**config.mk**
```make
export PLATFORM = sky130hd
export DESIGN_NAME = tcg_time_code_generator
export DESIGN_NICKNAME = d
export VERILOG_FILES = /design/src/tcg_pkg.sv /design/src/tcg_time_code_generator.sv
export SDC_FILE = /design/constraint.sdc
export NUM_CORES = 1
export LEC_CHECK = 0
export BUFFER_PORTS_ARGS = -buffer_cell sky130_fd_sc_hd__buf_2
export CORE_MARGIN = 2
export CORE_UTILIZATION = 59
export CTS_CLUSTER_SIZE = 28
export DETAILED_ROUTE_END_ITERATION = 6
export GPL_ROUTABILITY_DRIVEN = 0
export GPL_TIMING_DRIVEN = 1
export PLACE_DENSITY = 0.86
export SYNTH_ARGS = -nofsm -noshare
export SYNTH_HDL_FRONTEND = slang
export SYNTH_SLANG_ARGS = --single-unit
```
**constraint.sdc**
```tcl
create_clock -name clk_in -period 5 [get_ports clk_in]
set_clock_uncertainty 0.05 [all_clocks]
set_input_delay 0.75 -clock clk_in [delete_from_list [all_inputs] [get_ports clk_in]]
set_output_delay 0.75 -clock clk_in [all_outputs]
set_load 0.03 [all_outputs]
```
**src/tcg_pkg.sv**
```systemverilog
// Package with constants, field positions and types of the generator
`default_nettype none
package tcg_pkg;
    // ------------------------------------------------------------
    // Clock and timing
    // ------------------------------------------------------------
    localparam int CLK_HZ          = 10_000_000;
    localparam int CARRIER_US      = 1000;      // One carrier period, 1 kHz
    localparam int CARRIER_CYC     = (CLK_HZ / 1_000_000) * CARRIER_US;
    localparam int PERIODS_PER_BIT = 10;        // Carrier periods per symbol
    localparam int BITS_PER_FRAME  = 100;       // 100 symbols per second
    localparam int ZERO_HIGH       = 2;         // Mark periods for binary 0
    localparam int ONE_HIGH        = 5;         // Mark periods for binary 1
    localparam int MARK_HIGH       = 8;         // Mark periods for a marker

    // ------------------------------------------------------------
    // Register map
    // ------------------------------------------------------------
    localparam logic [7:0]  CTRL_OFS   = 8'h00;
    localparam logic [7:0]  STATUS_OFS = 8'h04;
    localparam logic [31:0] CTRL_RST   = 32'h0000_0045;
    localparam int CTRL_MODE_POS   = 0;         // Four bit mode field
    localparam int CTRL_ODD_POS    = 4;         // Odd frame parity
    localparam int CTRL_QDIS_POS   = 5;         // Quality field forced zero
    localparam int CTRL_EN_POS     = 6;         // Generator enable
    localparam int STAT_BIT_POS    = 0;         // Seven bit symbol index
    localparam int STAT_SYNC_POS   = 7;         // Synchronised since reset
    localparam int STAT_RUN_POS    = 8;         // Frame in progress
    localparam int STAT_PER_POS    = 9;         // Four bit period index

    // ------------------------------------------------------------
    // Frame field positions
    // ------------------------------------------------------------
    localparam int SEC_LO_POS   = 1;
    localparam int SEC_HI_POS   = 6;
    localparam int MIN_LO_POS   = 10;
    localparam int MIN_HI_POS   = 15;
    localparam int HR_LO_POS    = 20;
    localparam int HR_HI_POS    = 25;
    localparam int DAY_LO_POS   = 30;
    localparam int DAY_MID_POS  = 35;
    localparam int DAY_HI_POS   = 40;
    localparam int YEAR_LO_POS  = 50;
    localparam int YEAR_PAD_POS = 54;
    localparam int YEAR_HI_POS  = 55;
    localparam int LEAP_PEND_POS = 60;
    localparam int LEAP_DIR_POS  = 61;
    localparam int SAVE_PEND_POS = 62;
    localparam int SUMMER_POS    = 63;
    localparam int TZ_SIGN_POS   = 64;
    localparam int TZ_HR_POS     = 65;
    localparam int TZ_HALF_POS   = 70;
    localparam int QUAL_POS      = 71;
    localparam int PARITY_POS    = 75;
    localparam int DOM_POS       = 60;
    localparam int MONTH_POS     = 70;
    localparam int SBS_LO_POS    = 80;
    localparam int SBS_HI_POS    = 90;
    localparam logic [6:0] LAST_MIN_BCD = 7'h59;
    localparam logic [3:0] QUAL_LOCKED  = 4'h0;
    localparam logic [3:0] QUAL_FAILED  = 4'hF;

    // ------------------------------------------------------------
    // Modes, states, time and status types
    // ------------------------------------------------------------
    typedef enum logic [3:0] {
        TCG_B002  = 4'h0,
        TCG_B003  = 4'h1,
        TCG_B006  = 4'h2,
        TCG_B007  = 4'h3,
        TCG_AFNOR = 4'h4,
        TCG_IEEE  = 4'h5,
        TCG_C37   = 4'h6
    } tcg_mode_type;

    typedef enum logic [1:0] {
        TCG_ST_IDLE = 2'b00,
        TCG_ST_RUN  = 2'b01
    } tcg_state_type;

    typedef struct packed {
        logic [6:0]  sec;        // BCD seconds
        logic [6:0]  min;        // BCD minutes
        logic [5:0]  hour;       // BCD hours
        logic [9:0]  doy;        // BCD day of year
        logic [7:0]  year;       // BCD year of century
        logic [5:0]  dom;        // BCD day of month
        logic [4:0]  month;      // BCD month
        logic [16:0] sbs;        // Binary seconds of day
    } tcg_time_type;

    typedef struct packed {
        logic       leap_pending_flag;
        logic       saving_pending;
        logic       summer_time_flag;
        logic       tz_minus;
        logic [3:0] tz_hours;
        logic       tz_half;
        logic       never_synced;
    } tcg_status_type;
endpackage
`default_nettype wire

```
**src/tcg_time_code_generator.sv**
```systemverilog
// Serial time code generator: frame builder, symbol timing and registers
//
// Summary of operation
// - Markers 49,59,69; year BCD; bit 54 zero
// - Leap pending only in final 59 seconds
// - Leap direction bit always add
// - Saving pending only in final 59 seconds
// - Summer time bit follows summer time
// - Offset sign bit 64, hours bits 65-68
// - Bit 70 marks extra half hour
// - Quality figure in bits 71 to 74
// - Bit 75 parity over preceding bits
// - Quality 0000 synced once, else 1111
// - Synced flag sticky until power-up reset
// - Test setting forces quality bits zero
// - One hundred symbols every second
// - Variants add binary seconds and year
// - Level shift and AM mark share frame
// - 1 kHz carrier, ten periods per symbol
// - Mark periods 2, 5 or 8 first
// - C37 mode inverts offset sign bit
// - AFNOR sends year, date and seconds
`timescale 1ns/1ps
`default_nettype none
module tcg_time_code_generator
    import tcg_pkg::*;
#(
    parameter int CARRIER_CYCLES = CARRIER_CYC
) (
    input  wire logic           clk_in,
    input  wire logic           reset_in,
    input  wire logic           sec_start_in,
    input  wire tcg_time_type   time_in,
    input  wire tcg_status_type status_in,
    input  wire logic [7:0]     reg_addr_in,
    input  wire logic [31:0]    reg_wdata_in,
    input  wire logic           reg_write_in,
    input  wire logic           reg_read_in,
    output logic [31:0]         reg_rdata_out,
    output logic                level_shift_output,
    output logic                am_mark_out,
    output logic                carrier_out,
    output logic                frame_start_out
);
    // ------------------------------------------------------------
    // Declarations
    // ------------------------------------------------------------
    localparam int CW = $clog2(CARRIER_CYCLES);
    localparam logic [CW-1:0] CYC_LAST = CW'(CARRIER_CYCLES - 1);
    localparam logic [CW-1:0] CYC_HALF = CW'(CARRIER_CYCLES / 2);
    localparam logic [3:0]    PER_LAST = 4'(PERIODS_PER_BIT - 1);
    localparam logic [6:0]    BIT_LAST = 7'(BITS_PER_FRAME - 1);

    logic [31:0]    ctrl_r;
    logic [31:0]    reg_rdata_r;
    tcg_state_type  state_r;
    logic [CW-1:0]  cyc_r;
    logic [3:0]     per_r;
    logic [6:0]     bit_r;
    tcg_time_type   tlat_r;
    tcg_status_type slat_r;
    logic           synced_once_r;
    logic           level_r;
    logic           mark_r;
    logic           carrier_r;
    logic           fstart_r;
    logic [99:0]    frame_data;
    logic [99:0]    marker_mask;
    logic [3:0]     high_count;
    logic [3:0]     per_nxt;
    logic           last_cycle;
    logic           end_of_bit;
    logic           end_of_frame;
    logic           run_en;
    logic           final_minute;
    logic [3:0]     quality;
    tcg_mode_type   mode;

    assign mode = tcg_mode_type'(ctrl_r[CTRL_MODE_POS +: 4]);
    assign run_en = ctrl_r[CTRL_EN_POS];

    // ------------------------------------------------------------
    // Register port
    // ------------------------------------------------------------
    // Control register write
    always_ff @(posedge clk_in) begin
        if (reset_in) begin
            ctrl_r <= CTRL_RST;
        end else if (reg_write_in && reg_addr_in == CTRL_OFS) begin
            ctrl_r <= {25'h000_0000, reg_wdata_in[6:0]};
        end
    end

    // Read data valid only in the cycle after the read strobe
    always_ff @(posedge clk_in) begin
        if (reset_in) begin
            reg_rdata_r <= 32'h0000_0000;
        end else if (reg_read_in) begin
            case (reg_addr_in)
                CTRL_OFS: begin
                    reg_rdata_r <= ctrl_r;
                end
                STATUS_OFS: begin
                    reg_rdata_r <= {19'h0_0000, per_r,
                                    state_r == TCG_ST_RUN,
                                    synced_once_r, bit_r};
                end
                default: begin
                    reg_rdata_r <= 32'h0000_0000;
                end
            endcase
        end else begin
            reg_rdata_r <= 32'h0000_0000;
        end
    end
    assign reg_rdata_out = reg_rdata_r;

    // ------------------------------------------------------------
    // Synchronisation history
    // ------------------------------------------------------------
    // Set on first sync, cleared only by reset
    always_ff @(posedge clk_in) begin
        if (reset_in) begin
            synced_once_r <= 1'b0;
        end else if (!status_in.never_synced) begin
            synced_once_r <= 1'b1;
        end
    end

    // Quality figure, forced zero in test setting
    always_comb begin
        if (ctrl_r[CTRL_QDIS_POS]) begin
            quality = 4'h0;
        end else if (synced_once_r) begin
            quality = QUAL_LOCKED;
        end else begin
            quality = QUAL_FAILED;
        end
    end

    // ------------------------------------------------------------
    // Symbol timing
    // ------------------------------------------------------------
    assign last_cycle   = (cyc_r == CYC_LAST);
    assign end_of_bit   = last_cycle && (per_r == PER_LAST);
    assign end_of_frame = end_of_bit && (bit_r == BIT_LAST);
    assign per_nxt      = last_cycle ? per_r + 4'h1 : per_r;

    // Frame sequencer, restarted by every second strobe
    always_ff @(posedge clk_in) begin
        if (reset_in || !run_en) begin
            state_r <= TCG_ST_IDLE;
            cyc_r   <= '0;
            per_r   <= 4'h0;
            bit_r   <= 7'h00;
        end else begin
            case (state_r)
                TCG_ST_IDLE: begin
                    if (sec_start_in) begin
                        state_r <= TCG_ST_RUN;
                    end
                end
                TCG_ST_RUN: begin
                    if (sec_start_in) begin
                        cyc_r <= '0;
                        per_r <= 4'h0;
                        bit_r <= 7'h00;
                    end else if (end_of_frame) begin
                        state_r <= TCG_ST_IDLE;
                        cyc_r   <= '0;
                        per_r   <= 4'h0;
                        bit_r   <= 7'h00;
                    end else if (end_of_bit) begin
                        cyc_r <= '0;
                        per_r <= 4'h0;
                        bit_r <= bit_r + 7'h01;
                    end else begin
                        cyc_r <= last_cycle ? '0 : cyc_r + 1'b1;
                        per_r <= per_nxt;
                    end
                end
                default: begin
                    state_r <= TCG_ST_IDLE;
                end
            endcase
        end
    end

    // Latch time and status at the start of each frame
    always_ff @(posedge clk_in) begin
        if (reset_in) begin
            tlat_r <= '0;
            slat_r <= '0;
        end else if (sec_start_in) begin
            tlat_r <= time_in;
            slat_r <= status_in;
        end
    end

    // ------------------------------------------------------------
    // Frame content
    // ------------------------------------------------------------
    // Marker positions: reference, then every tenth bit ending in 9
    always_comb begin
        marker_mask = '0;
        marker_mask[0] = 1'b1;
        for (int k = 1; k <= 10; k++) begin
            marker_mask[k*10-1] = 1'b1;
        end
    end

    assign final_minute = (tlat_r.min == LAST_MIN_BCD) &&
                          (tlat_r.sec != 7'h00);

    // Binary content of the frame for the selected mode
    always_comb begin
        frame_data = '0;
        frame_data[SEC_LO_POS +: 4]  = tlat_r.sec[3:0];
        frame_data[SEC_HI_POS +: 3]  = tlat_r.sec[6:4];
        frame_data[MIN_LO_POS +: 4]  = tlat_r.min[3:0];
        frame_data[MIN_HI_POS +: 3]  = tlat_r.min[6:4];
        frame_data[HR_LO_POS +: 4]   = tlat_r.hour[3:0];
        frame_data[HR_HI_POS +: 2]   = tlat_r.hour[5:4];
        frame_data[DAY_LO_POS +: 4]  = tlat_r.doy[3:0];
        frame_data[DAY_MID_POS +: 4] = tlat_r.doy[7:4];
        frame_data[DAY_HI_POS +: 2]  = tlat_r.doy[9:8];
        // Year in all modes other than B002 and B003
        if (mode != TCG_B002 && mode != TCG_B003) begin
            frame_data[YEAR_LO_POS +: 4] = tlat_r.year[3:0];
            frame_data[YEAR_PAD_POS]     = 1'b0;
            frame_data[YEAR_HI_POS +: 4] = tlat_r.year[7:4];
        end
        // Straight binary seconds of day
        if (mode != TCG_B002 && mode != TCG_B006) begin
            frame_data[SBS_LO_POS +: 9] = tlat_r.sbs[8:0];
            frame_data[SBS_HI_POS +: 8] = tlat_r.sbs[16:9];
        end
        case (mode)
            TCG_AFNOR: begin
                frame_data[DOM_POS +: 4]    = tlat_r.dom[3:0];
                frame_data[DOM_POS+4 +: 2]  = tlat_r.dom[5:4];
                frame_data[MONTH_POS +: 5]  = tlat_r.month;
            end
            TCG_IEEE, TCG_C37: begin
                frame_data[LEAP_PEND_POS] = slat_r.leap_pending_flag &&
                                            final_minute;
                frame_data[LEAP_DIR_POS]  = 1'b0;
                frame_data[SAVE_PEND_POS] = slat_r.saving_pending &&
                                            final_minute;
                frame_data[SUMMER_POS]    = slat_r.summer_time_flag;
                frame_data[TZ_SIGN_POS]   = slat_r.tz_minus ^
                                            (mode == TCG_C37);
                frame_data[TZ_HR_POS +: 4] = slat_r.tz_hours;
                frame_data[TZ_HALF_POS]    = slat_r.tz_half;
                frame_data[QUAL_POS +: 4]  = quality;
                // Parity over bits 0 to 74, odd sense when selected
                frame_data[PARITY_POS] = ^{ctrl_r[CTRL_ODD_POS],
                    frame_data[PARITY_POS-1:0]};
            end
            default: begin
                frame_data[PARITY_POS] = 1'b0;
            end
        endcase
    end

    // Mark period count of the current symbol
    always_comb begin
        if (marker_mask[bit_r]) begin
            high_count = 4'(MARK_HIGH);
        end else if (frame_data[bit_r]) begin
            high_count = 4'(ONE_HIGH);
        end else begin
            high_count = 4'(ZERO_HIGH);
        end
    end

    // ------------------------------------------------------------
    // Outputs
    // ------------------------------------------------------------
    // Both streams driven from the same symbol and period count
    always_ff @(posedge clk_in) begin
        if (reset_in || state_r != TCG_ST_RUN) begin
            level_r   <= 1'b0;
            mark_r    <= 1'b0;
            carrier_r <= 1'b0;
        end else begin
            level_r   <= (per_r < high_count);
            mark_r    <= (per_r < high_count);
            carrier_r <= (cyc_r < CYC_HALF);
        end
    end

    // Pulse at the reference marker of each frame
    always_ff @(posedge clk_in) begin
        if (reset_in) begin
            fstart_r <= 1'b0;
        end else begin
            fstart_r <= (state_r == TCG_ST_RUN) && (bit_r == 7'h00) &&
                        (per_r == 4'h0) && (cyc_r == '0);
        end
    end

    assign level_shift_output = level_r;
    assign am_mark_out        = mark_r;
    assign carrier_out        = carrier_r;
    assign frame_start_out    = fstart_r;
endmodule
`default_nettype wire

```
Word level (Yosys, flattened, before mapping). Memories as Yosys holds them, arrays and structs flattened. A register that Yosys moved wholly into a read port is not among the register bits. Cells that the tools add are included.

Register bits: 145. Bits in latches: 0. Bits in writable memories: 0. Memory bits (read-only): 128. Output and inout bits: 36. Memories: 1.

$add $sub $neg: 3. Multiply operators: 0. Divide/modulo/power cells: 0. $lt $le $gt $ge: 3. Equal/unequal tests: 15. Shift-type cells: 0. Multiplexer cells: 32. Bitwise operators: 2. Reduce and logical (&&, ||, !) cells: 29.

Memories: (name not given) (words 128, bits a word 1, rd ports 1, clocked after memory_dff 1, wr ports 0, RTL line tcg_time_code_generator.sv:268) `if (marker_mask[bit_r]) begin`.

Operator list (count): $reduce_xor A76 Y1 (1); $mux W14 (4); $mux W7 (5); $mux W4 (7); $pmux W13 S2 (1); $mux W9 (2); $add A14 B1 Y14 const B (1); $eq A14 B14 Y1 const B (1); $eq A7 B7 Y1 const B (2); $logic_not A14 Y1 (1); $lt A14 B13 Y1 const B (1); $eq A4 B3 Y1 const B (3); $pmux W6 S2 (1); $logic_and A1 B1 Y1 (11); $pmux W5 S2 (1); $eq A8 B3 Y1 const B (1); $logic_not A8 Y1 (1); $lt A7 B8 Y1 const B (1); $mux W8 (1); $reduce_bool A4 Y1 (2); $add A7 B1 Y7 const B (1); $bmux W1 S7 (1); $logic_not A7 Y1 (1); $reduce_bool A7 Y1 (1); 22 further kinds (32).

Longest topological paths before layout. Gate-level depths: netlist of the first run.

Depth in word-level cells: 10. Depth in mapped cells: 15.

Least setup slack after synthesis of the first run. No wires, ideal clock.

Path type: register to register. From: register bit_r[0]. To: register mark_r, in the netlist am_mark_out. Setup time: 58 ps. Arrival time: 3197 ps. Data required time: 4892 ps. Path slack: 1696 ps. Cell stages (with the launch flop): 14. Path buffers: 1. Period minus slack after synthesis: 3304 ps. Cell sequence: dfxtp_1 -> buf_1 -> mux2_2 -> a221o_1 -> and3_1 -> a211oi_1 -> o31ai_1 -> a41oi_1 -> nor3_1 -> or2_2 -> ha_1 -> or2_2 -> a31oi_1 -> a21o_1.

Cells in the longest elaborated chain, start to end: 5.

RTL lines: from (decl) (RTL line tcg_time_code_generator.sv:59) `logic [6:0] bit_r;`; from (signal assigned) (RTL line tcg_time_code_generator.sv:176) `bit_r <= bit_r + 7'h01;`; $bmux W1 S7 (RTL line tcg_time_code_generator.sv:270) `end else if (frame_data[bit_r]) begin`; $mux W1 (not written as such) (RTL line tcg_time_code_generator.sv:270); $mux W3 (RTL line tcg_time_code_generator.sv:270); $mux W4 (RTL line tcg_time_code_generator.sv:268); $lt A4 B4 Y1 (RTL line tcg_time_code_generator.sv:288) `mark_r <= (per_r < high_count);`; to (signal assigned) (RTL line tcg_time_code_generator.sv:288); to (decl) (RTL line tcg_time_code_generator.sv:64) `logic mark_r;`.

No other way between the ends. The select of a mux whose other input is x is not followed. A chain may end at the register's enable or synchronous reset.

Worst setup path after layout of the first run. Ends and elaborated chain as after synthesis.

==> impl_metrics.ini, run 1 <==
[outcome]
status = completed

[clock_tree]
post-cts-setup-buffers = 0
h-tree-depth = 4
cts_sinks = 126
cts_inserted_buffers = 17
cts_buffer_depth = 2
clkTransAtPathRegs_ns = 0.06
cts_root_buf = clkbuf_16
cts_tree = yes
ctsHoldBuffers = 0
clock_latency_ns = 0.42
post_cts_resized = 0

[critical_path]
reg2reg_to = am_mark_out$_SDFF_PP0_
crit_top_cell = or2_2
slowest_delay_ns = 0.81
worstPathArrival_ns = 4.06
path_max_fanout = 17
critPathLaunch = bit_r[0]$_SDFFE_PP0P_
r2r_setup_slack_ns = 1.24
path_delay_family = simple AND/OR/NAND/NOR gates
r2r_cells = 13
worstSetupStartpointType = register
crit_slowest_cell = dfxtp_1
required_ns = 5.31
critical_path_class = reg -> reg
r2r_start = bit_r[0]$_SDFFE_PP0P_
path_buf_inv = 1
endpoint_kind = register
cp_cell_sequence = buf_4 > mux4_2 > and2_1 > a211oi_1 > a211o_1 > a21oi_1 > nor2_1 > nor3_1 > or2_2 > ha_1 > or2_2 > a31oi_1 > a21o_1

[timing]
finalHoldViolations = 0
setup_viol = 0
worstMarginPinSlew_ns = 1.044
slew_violations = 0
setup_tns_ns = 0
max_freq_mhz = 266.1
setup_slack_ns = 1.242
rsz0062_at_grt = false
min_period_ns = 3.758
post-route-period-util_pct = 75.16
relSlewSlack_pct = 30.38

[grt]
grt_max_degree = 88
grt_overflow = 0
grt_usage_pct = 26.25
grt_pass1_wl_um = 26720
grt_pass1_vias = 5533
grt_antenna_before_repair = 0

[place]
dp_hpwl_um = 11180
placed_cell_area_um2 = 7326
dp.cells = 995
place_ws_ns = 1.319
io_buffers = 112

[layout]
fin_nets = 1005
layout-drive-gt1-share_pct = 19.80
antenna_cells = 0
layout.core_utilization_pct = 69.43
area_growth_pct = 14.94
final_cell_mix = nor2_1 (150), dfxtp_1 (126), buf_2 (111), mux2i_1 (100), xnor2_1 (39)
fin_cells = 1027
final_common_cell = nor2_1
fin_area_um2 = 7894

[power_and_ir_drop]
switching_power_w = 0.0006718
peakVddDrop_uv = 318.3
p_leak_nw = 3.485
power.share.clock_pct = 45.2
p_seq_share_pct = 41.8
sw_frac_of_total_pct = 25.90
power.density_nw_per_um2 = 328.6
internal_power_w = 0.001922
power_frac_comb_pct = 13.0

[yosys]
syn-mean-instance-area_um2 = 8.760
ys_types = 72
ys_seq_area_share_pct = 36.73
synth-seq-cells = 126
yosysTopAreaCell = dfxtp_1
synth_warnings = 0
ys.flop_type = dfxtp_1
synthArstFlopShare_pct = 0
synth-edff-count = 0
yosysTopAreaCellShare_pct = 36.73
synthTopCellsByArea = dfxtp_1 (37%), mux2i_1 (15%), nor2_1 (8.2%)
syn_inst = 784
synth_area_um2 = 6868

[floorplanning]
num_rows = 39
die_y_um = 111.9
core_um2 = 11370
initial_core_util_pct = 60.40
die_w_um = 111.9
dieArea_um2 = 12520
ios = 157

[routing]
drt_iter0_drc = 560
drc = 0
firstDrtPassIters = 5
viasPerCell = 5.819
detail-route-antenna-nets = 0
vias = 5976
wirelength_um = 16380
wl_per_cell_um = 15.95

[worst_hold_path]
hold_end = synced_once_r$_SDFFE_PP0N_
hp-start = synced_once_r$_SDFFE_PP0N_
min_path_type = reg -> reg
holdPathStages = 2

[job]
cap_viol_max_count = 0
==> logic make-up (layout without fill, tap and decap cells) <==
logic type               count (synthesis)  after routing  share of synthesized area, %
AO/OA/AOI/OAI                          104            104                         10.33
XOR/XNOR                                49             49                         6.449
adder cells (fa/ha/maj)                 13             13                         2.368
buffers and inverters                   90            172                         6.923
flip-flops                             126            126                         36.73
multiplexers                           108            108                         16.54
other                                    1             19                       0.05460
AND/OR/NAND/NOR                        293            293                         20.60
==> cells in the mapped netlist, types with 10 or more instances <==
master    count
nor3_1       19
nor2_1      150
xnor2_1      39
nand2_1      28
and3_1       16
inv_1        22
ha_1         13
nand3_1      12
o21ai_0      19
dfxtp_1     126
mux2i_1     100
buf_4        20
a21oi_1      32
nor3b_1      10
clkbuf_1     34
==> metal layers <==
layer | GRT usage, % | up-vias | share of wire (%)
met5 | 0 | - | 0
met4 | 9.547 | 0 | 2.0
met3 | 7.131 | 37 | 7.7
met2 | 42.06 | 258 | 47
met1 | 34.15 | 2789 | 44
li1 | - | 2892 | -
==> area by class of cell <==
type / instances / area [µm²]
Clock buffer: 19 / 452.9
Clock inverter: 13 / 115.1
Fill cell: 866 / 3476
Inverter: 23 / 86.33
Multi-Input combinational cell: 586 / 3938
Sequential cell: 126 / 2522
Tap cell: 143 / 178.9
Timing Repair Buffer: 117 / 600.6
==> through the flow <==
stage / power, W / hold WS, ns
after floorplan: 0.001361 / 0.3845
after global placement: 0.001429 / 0.3967
after detailed placement: 0.001438 / 0.4123
after CTS: 0.002605 / 0.4286
after global routing: 0.002692 / 0.4602
final: 0.002594 / 0.4265
==> power groups by stage <==
stage / logic (W) / clock network, W / registers, W
6_report: 0.000337 / 0.00117 / 0.00108
3_3_place_gp: 0.000327 / 0 / 0.00110
5_1_grt: 0.000367 / 0.00124 / 0.00109
4_1_cts: 0.000336 / 0.00119 / 0.00108
3_5_place_dp: 0.000333 / 0 / 0.00110
2_1_floorplan: 0.000269 / 0 / 0.00109
==> sequential cells by signal, indices dropped and copies added (netlist names) <==
register,flops
reg_rdata_out,13
tlat_r,36
slat_r,9
bit_r,7
synced_once_r,1
carrier_out,1
ctrl_r,7
high_count,1
per_r,4
frame_start_out,1
state_r,1
am_mark_out,1
cyc_r,14
frame_data,30
==> worst max path at each step <==
stage                        endpoint  slack, ns  cells after the start
2_1_floorplan  am_mark_out$_SDFF_PP0_       1.70                     13
3_3_place_gp   am_mark_out$_SDFF_PP0_       1.36                     13
3_5_place_dp   am_mark_out$_SDFF_PP0_       1.32                     13
4_1_cts        am_mark_out$_SDFF_PP0_       1.30                     13
5_1_grt        am_mark_out$_SDFF_PP0_       0.94                     13
6_report       am_mark_out$_SDFF_PP0_       1.24                     13
==> worst register-to-register path, delay by kind of cell (launching register included) <==
kind	cells	cell delay, ns
DFF	1	0.81
buffers and inverters	1	0.39
AOI/OAI and AO/OA	5	0.70
adders and majority gates	1	0.26
muxes	1	0.53
and+or+nand+nor	5	0.97
Power figures use the tool's default switching activity.
==> run 2: changes to the inputs <==
Settings changed: ABC_AREA set to 1, CORE_UTILIZATION 59 to 49, PLACE_DENSITY 0.86 to 0.76.
Clock period 5 ns to 3.35 ns, I/O delays scaled along.
==> run 2 against run 1 <==
Against the previous run:
- clock power is 62% higher
- register-to-register slack worse by 0.81 ns
- highest routed layer unchanged
- critical path depth unchanged
- clock-buffer cell count unchanged
- setup slack worse by 0.81 ns
- sequential cell count unchanged
- fmax grew 29%
- sequential share of layout area down 1.2 points
- power is 59% higher
- largest cell class unchanged
- utilization shrank 10 points
- largest power group unchanged
==> impl_metrics.ini, run 2 <==
[yosys]
synth-edff-count = 0
syn-mean-instance-area_um2 = 6.681
synth_area_um2 = 6948
ys_types = 54
ys_seq_area_share_pct = 36.30
synth-seq-cells = 126
synth_most_common_cell = nand2_1
yosys-top-cells-count = nand2_1 (208), nor2_1 (161), dfxtp_1 (126), o21ai_0 (104), inv_1 (95)
synthTopCellsByArea = dfxtp_1 (36%), nand2_1 (11%), nor2_1 (8.7%)
ys.flop_type = dfxtp_1
synthArstFlopShare_pct = 0
synth_warnings = 0
yosysTopAreaCell = dfxtp_1
syn_inst = 1040
yosysTopAreaCellShare_pct = 36.30

[layout]
fin_nets = 1277
top_register = tlat_r
final_cell_mix = nand2_1 (207), nor2_1 (161), dfxtp_1 (126), buf_2 (112), o21ai_0 (104)
largest_register_ffs = 36
regArea_um2 = 2522
layout.core_utilization_pct = 59.12
layout-drive-gt1-share_pct = 16.80
antenna_cells = 0
fillers = 1317
multi_input_area_um2 = 3766
area_growth_pct = 18.12
final_common_cell = nand2_1

[routing]
drt_iter0_drc = 496
firstDrtPassIters = 5
drc = 0
wirelength_um = 18410
detail-route-antenna-nets = 0
viasPerCell = 5.252
vias = 7012
wl_per_cell_um = 13.79

[timing]
post-route-period-util_pct = 87.10
max_freq_mhz = 342.7
finalHoldViolations = 0
slew_violations = 0
min_period_ns = 2.918
setup_tns_ns = 0
worstMarginPinSlew_ns = 0.6882
relSlewSlack_pct = 54.12
setup_viol = 0
rsz0062_at_grt = false

[worst_hold_path]
hp-start = status_in[0]
min_path_type = in -> reg
hold_end = synced_once_r$_SDFFE_PP0N_
holdPathStages = 2

[clock_tree]
cts_sinks = 126
post-cts-setup-buffers = 0
cts_inserted_buffers = 17
h-tree-depth = 4
clock_latency_ns = 0.44
cts_buffer_depth = 2
ctsHoldBuffers = 0
cts_root_buf = clkbuf_16
cts_tree = yes
clkTransAtPathRegs_ns = 0.06

[job]
cap_viol_max_count = 0

[grt]
grt_pass1_wl_um = 29880
grtUsageMet3_pct = 5.351
grt-busiest-layer = met2
met2_usage_pct = 39.23
grt_pass1_vias = 6245
grt_usage_pct = 25.23
grt_overflow = 0
grt_antenna_before_repair = 0
grt_max_degree = 84
grtUsageMet1_pct = 34.60

[critical_path]
reg2reg_to = am_mark_out$_SDFF_PP0_
required_ns = 3.66
path_max_fanout = 10
endpoint_kind = register
worstSetupStartpointType = register
r2r_start = bit_r[1]$_SDFFE_PP0P_
critical_path_class = reg -> reg
critPathLaunch = bit_r[1]$_SDFFE_PP0P_
r2r_cells = 13
r2r_setup_slack_ns = 0.43
worstPathArrival_ns = 3.23

[floorplanning]
initial_core_util_pct = 50.05
die_w_um = 123.1
dieArea_um2 = 15150
die_y_um = 123.1
core_um2 = 13880
num_rows = 43
ios = 157

[power_and_ir_drop]
peakVddDrop_uv = 347.6
total_power_w = 0.004129
p_leak_nw = 3.762
power.density_nw_per_um2 = 503.2

[place]
dp_hpwl_um = 13240
io_buffers = 112

[outcome]
status = completed
run 2: cell types whose count changed after synthesis, sizes merged, moves of 30 or more:
cell | previous run | this run
mux2i | 100 | 0
nand2 | 28 | 212
a21oi | 32 | 64
inv | 23 | 101
o21ai | 20 | 110
xnor2 | 39 | 9
nand3 | 12 | 70
run 2: cell type report:
cell class	count	area share, %
Timing Repair Buffer	129	8.385
Clock buffer	19	5.397
Multi-Input combinational cell	764	45.89
Tap cell	180	2.744
Sequential cell	126	30.74
Inverter	105	4.864
Clock inverter	12	1.982
run 2: how the worst max path moves through the flow:
stage | end | cells past startpoint | slack, ns
floorplan | am_mark_out$_SDFF_PP0_ | 28 | 0.92
finish | am_mark_out$_SDFF_PP0_ | 13 | 0.43
global route | am_mark_out$_SDFF_PP0_ | 23 | 0.14
global placement | am_mark_out$_SDFF_PP0_ | 25 | 0.51
CTS | am_mark_out$_SDFF_PP0_ | 25 | 0.38
detailed placement | am_mark_out$_SDFF_PP0_ | 25 | 0.43
run 2: cell families (layout without fill, tap and decap cells):
family,after synthesis,in the layout,synth area share (%)
simple gates,494,494,30.58
compound gates,217,217,17.58
buf+inv,168,265,10.50
flops,126,126,36.30
xor+xnor,21,21,2.647
fa+ha+maj,13,13,2.341
other cells,1,19,0.05397
run 2: critical path: stages, from the launching register on:
cell and delay, ns:
dfxtp_1 0.54, nand2_1 0.19, clkinv_1 0.27, nand2_1 0.09, o2111ai_1 0.10, nand2_1 0.09
o311ai_0 0.37, a21oi_1 0.12, o21ai_0 0.35, nand3_1 0.14, ha_1 0.29, nand2_1 0.06
inv_1 0.04, a21oi_1 0.15
run 2: routing by layer:
layer,routed length [µm],share of wire (%)
met2,8003,43
met3,1468,8.0
met4,415,2.3
met5,0,0
met1,8517,46
run 2: repair_timing:
action                                 CTS  global route
endpoints found under the hold margin    0             0
setup endpoints to repair                0             1
resized for setup                        0             1
run 2: where the power goes:
group	internal [W]	total (W)	switching [W]
registers	0.00157	0.00163	0.0000636
clock network	0.00119	0.00190	0.000714
logic	0.000220	0.000591	0.000372
total	0.00298	0.00413	0.00115
run 2: stage by stage:
step / std cells / hold slack [ns] / setup slack (ns) / instance area [µm²]
finish: 1335 / 0.2025 / 0.4323 / 8207
global route: 1335 / 0.2018 / 0.1366 / 8207
CTS: 1335 / 0.1984 / 0.3816 / 8204
detailed placement: 1304 / 0.4297 / 0.4348 / 7599
global placement: 1304 / 0.4165 / 0.5086 / 7599
floorplan: 1058 / 0.3890 / 0.9248 / 7015
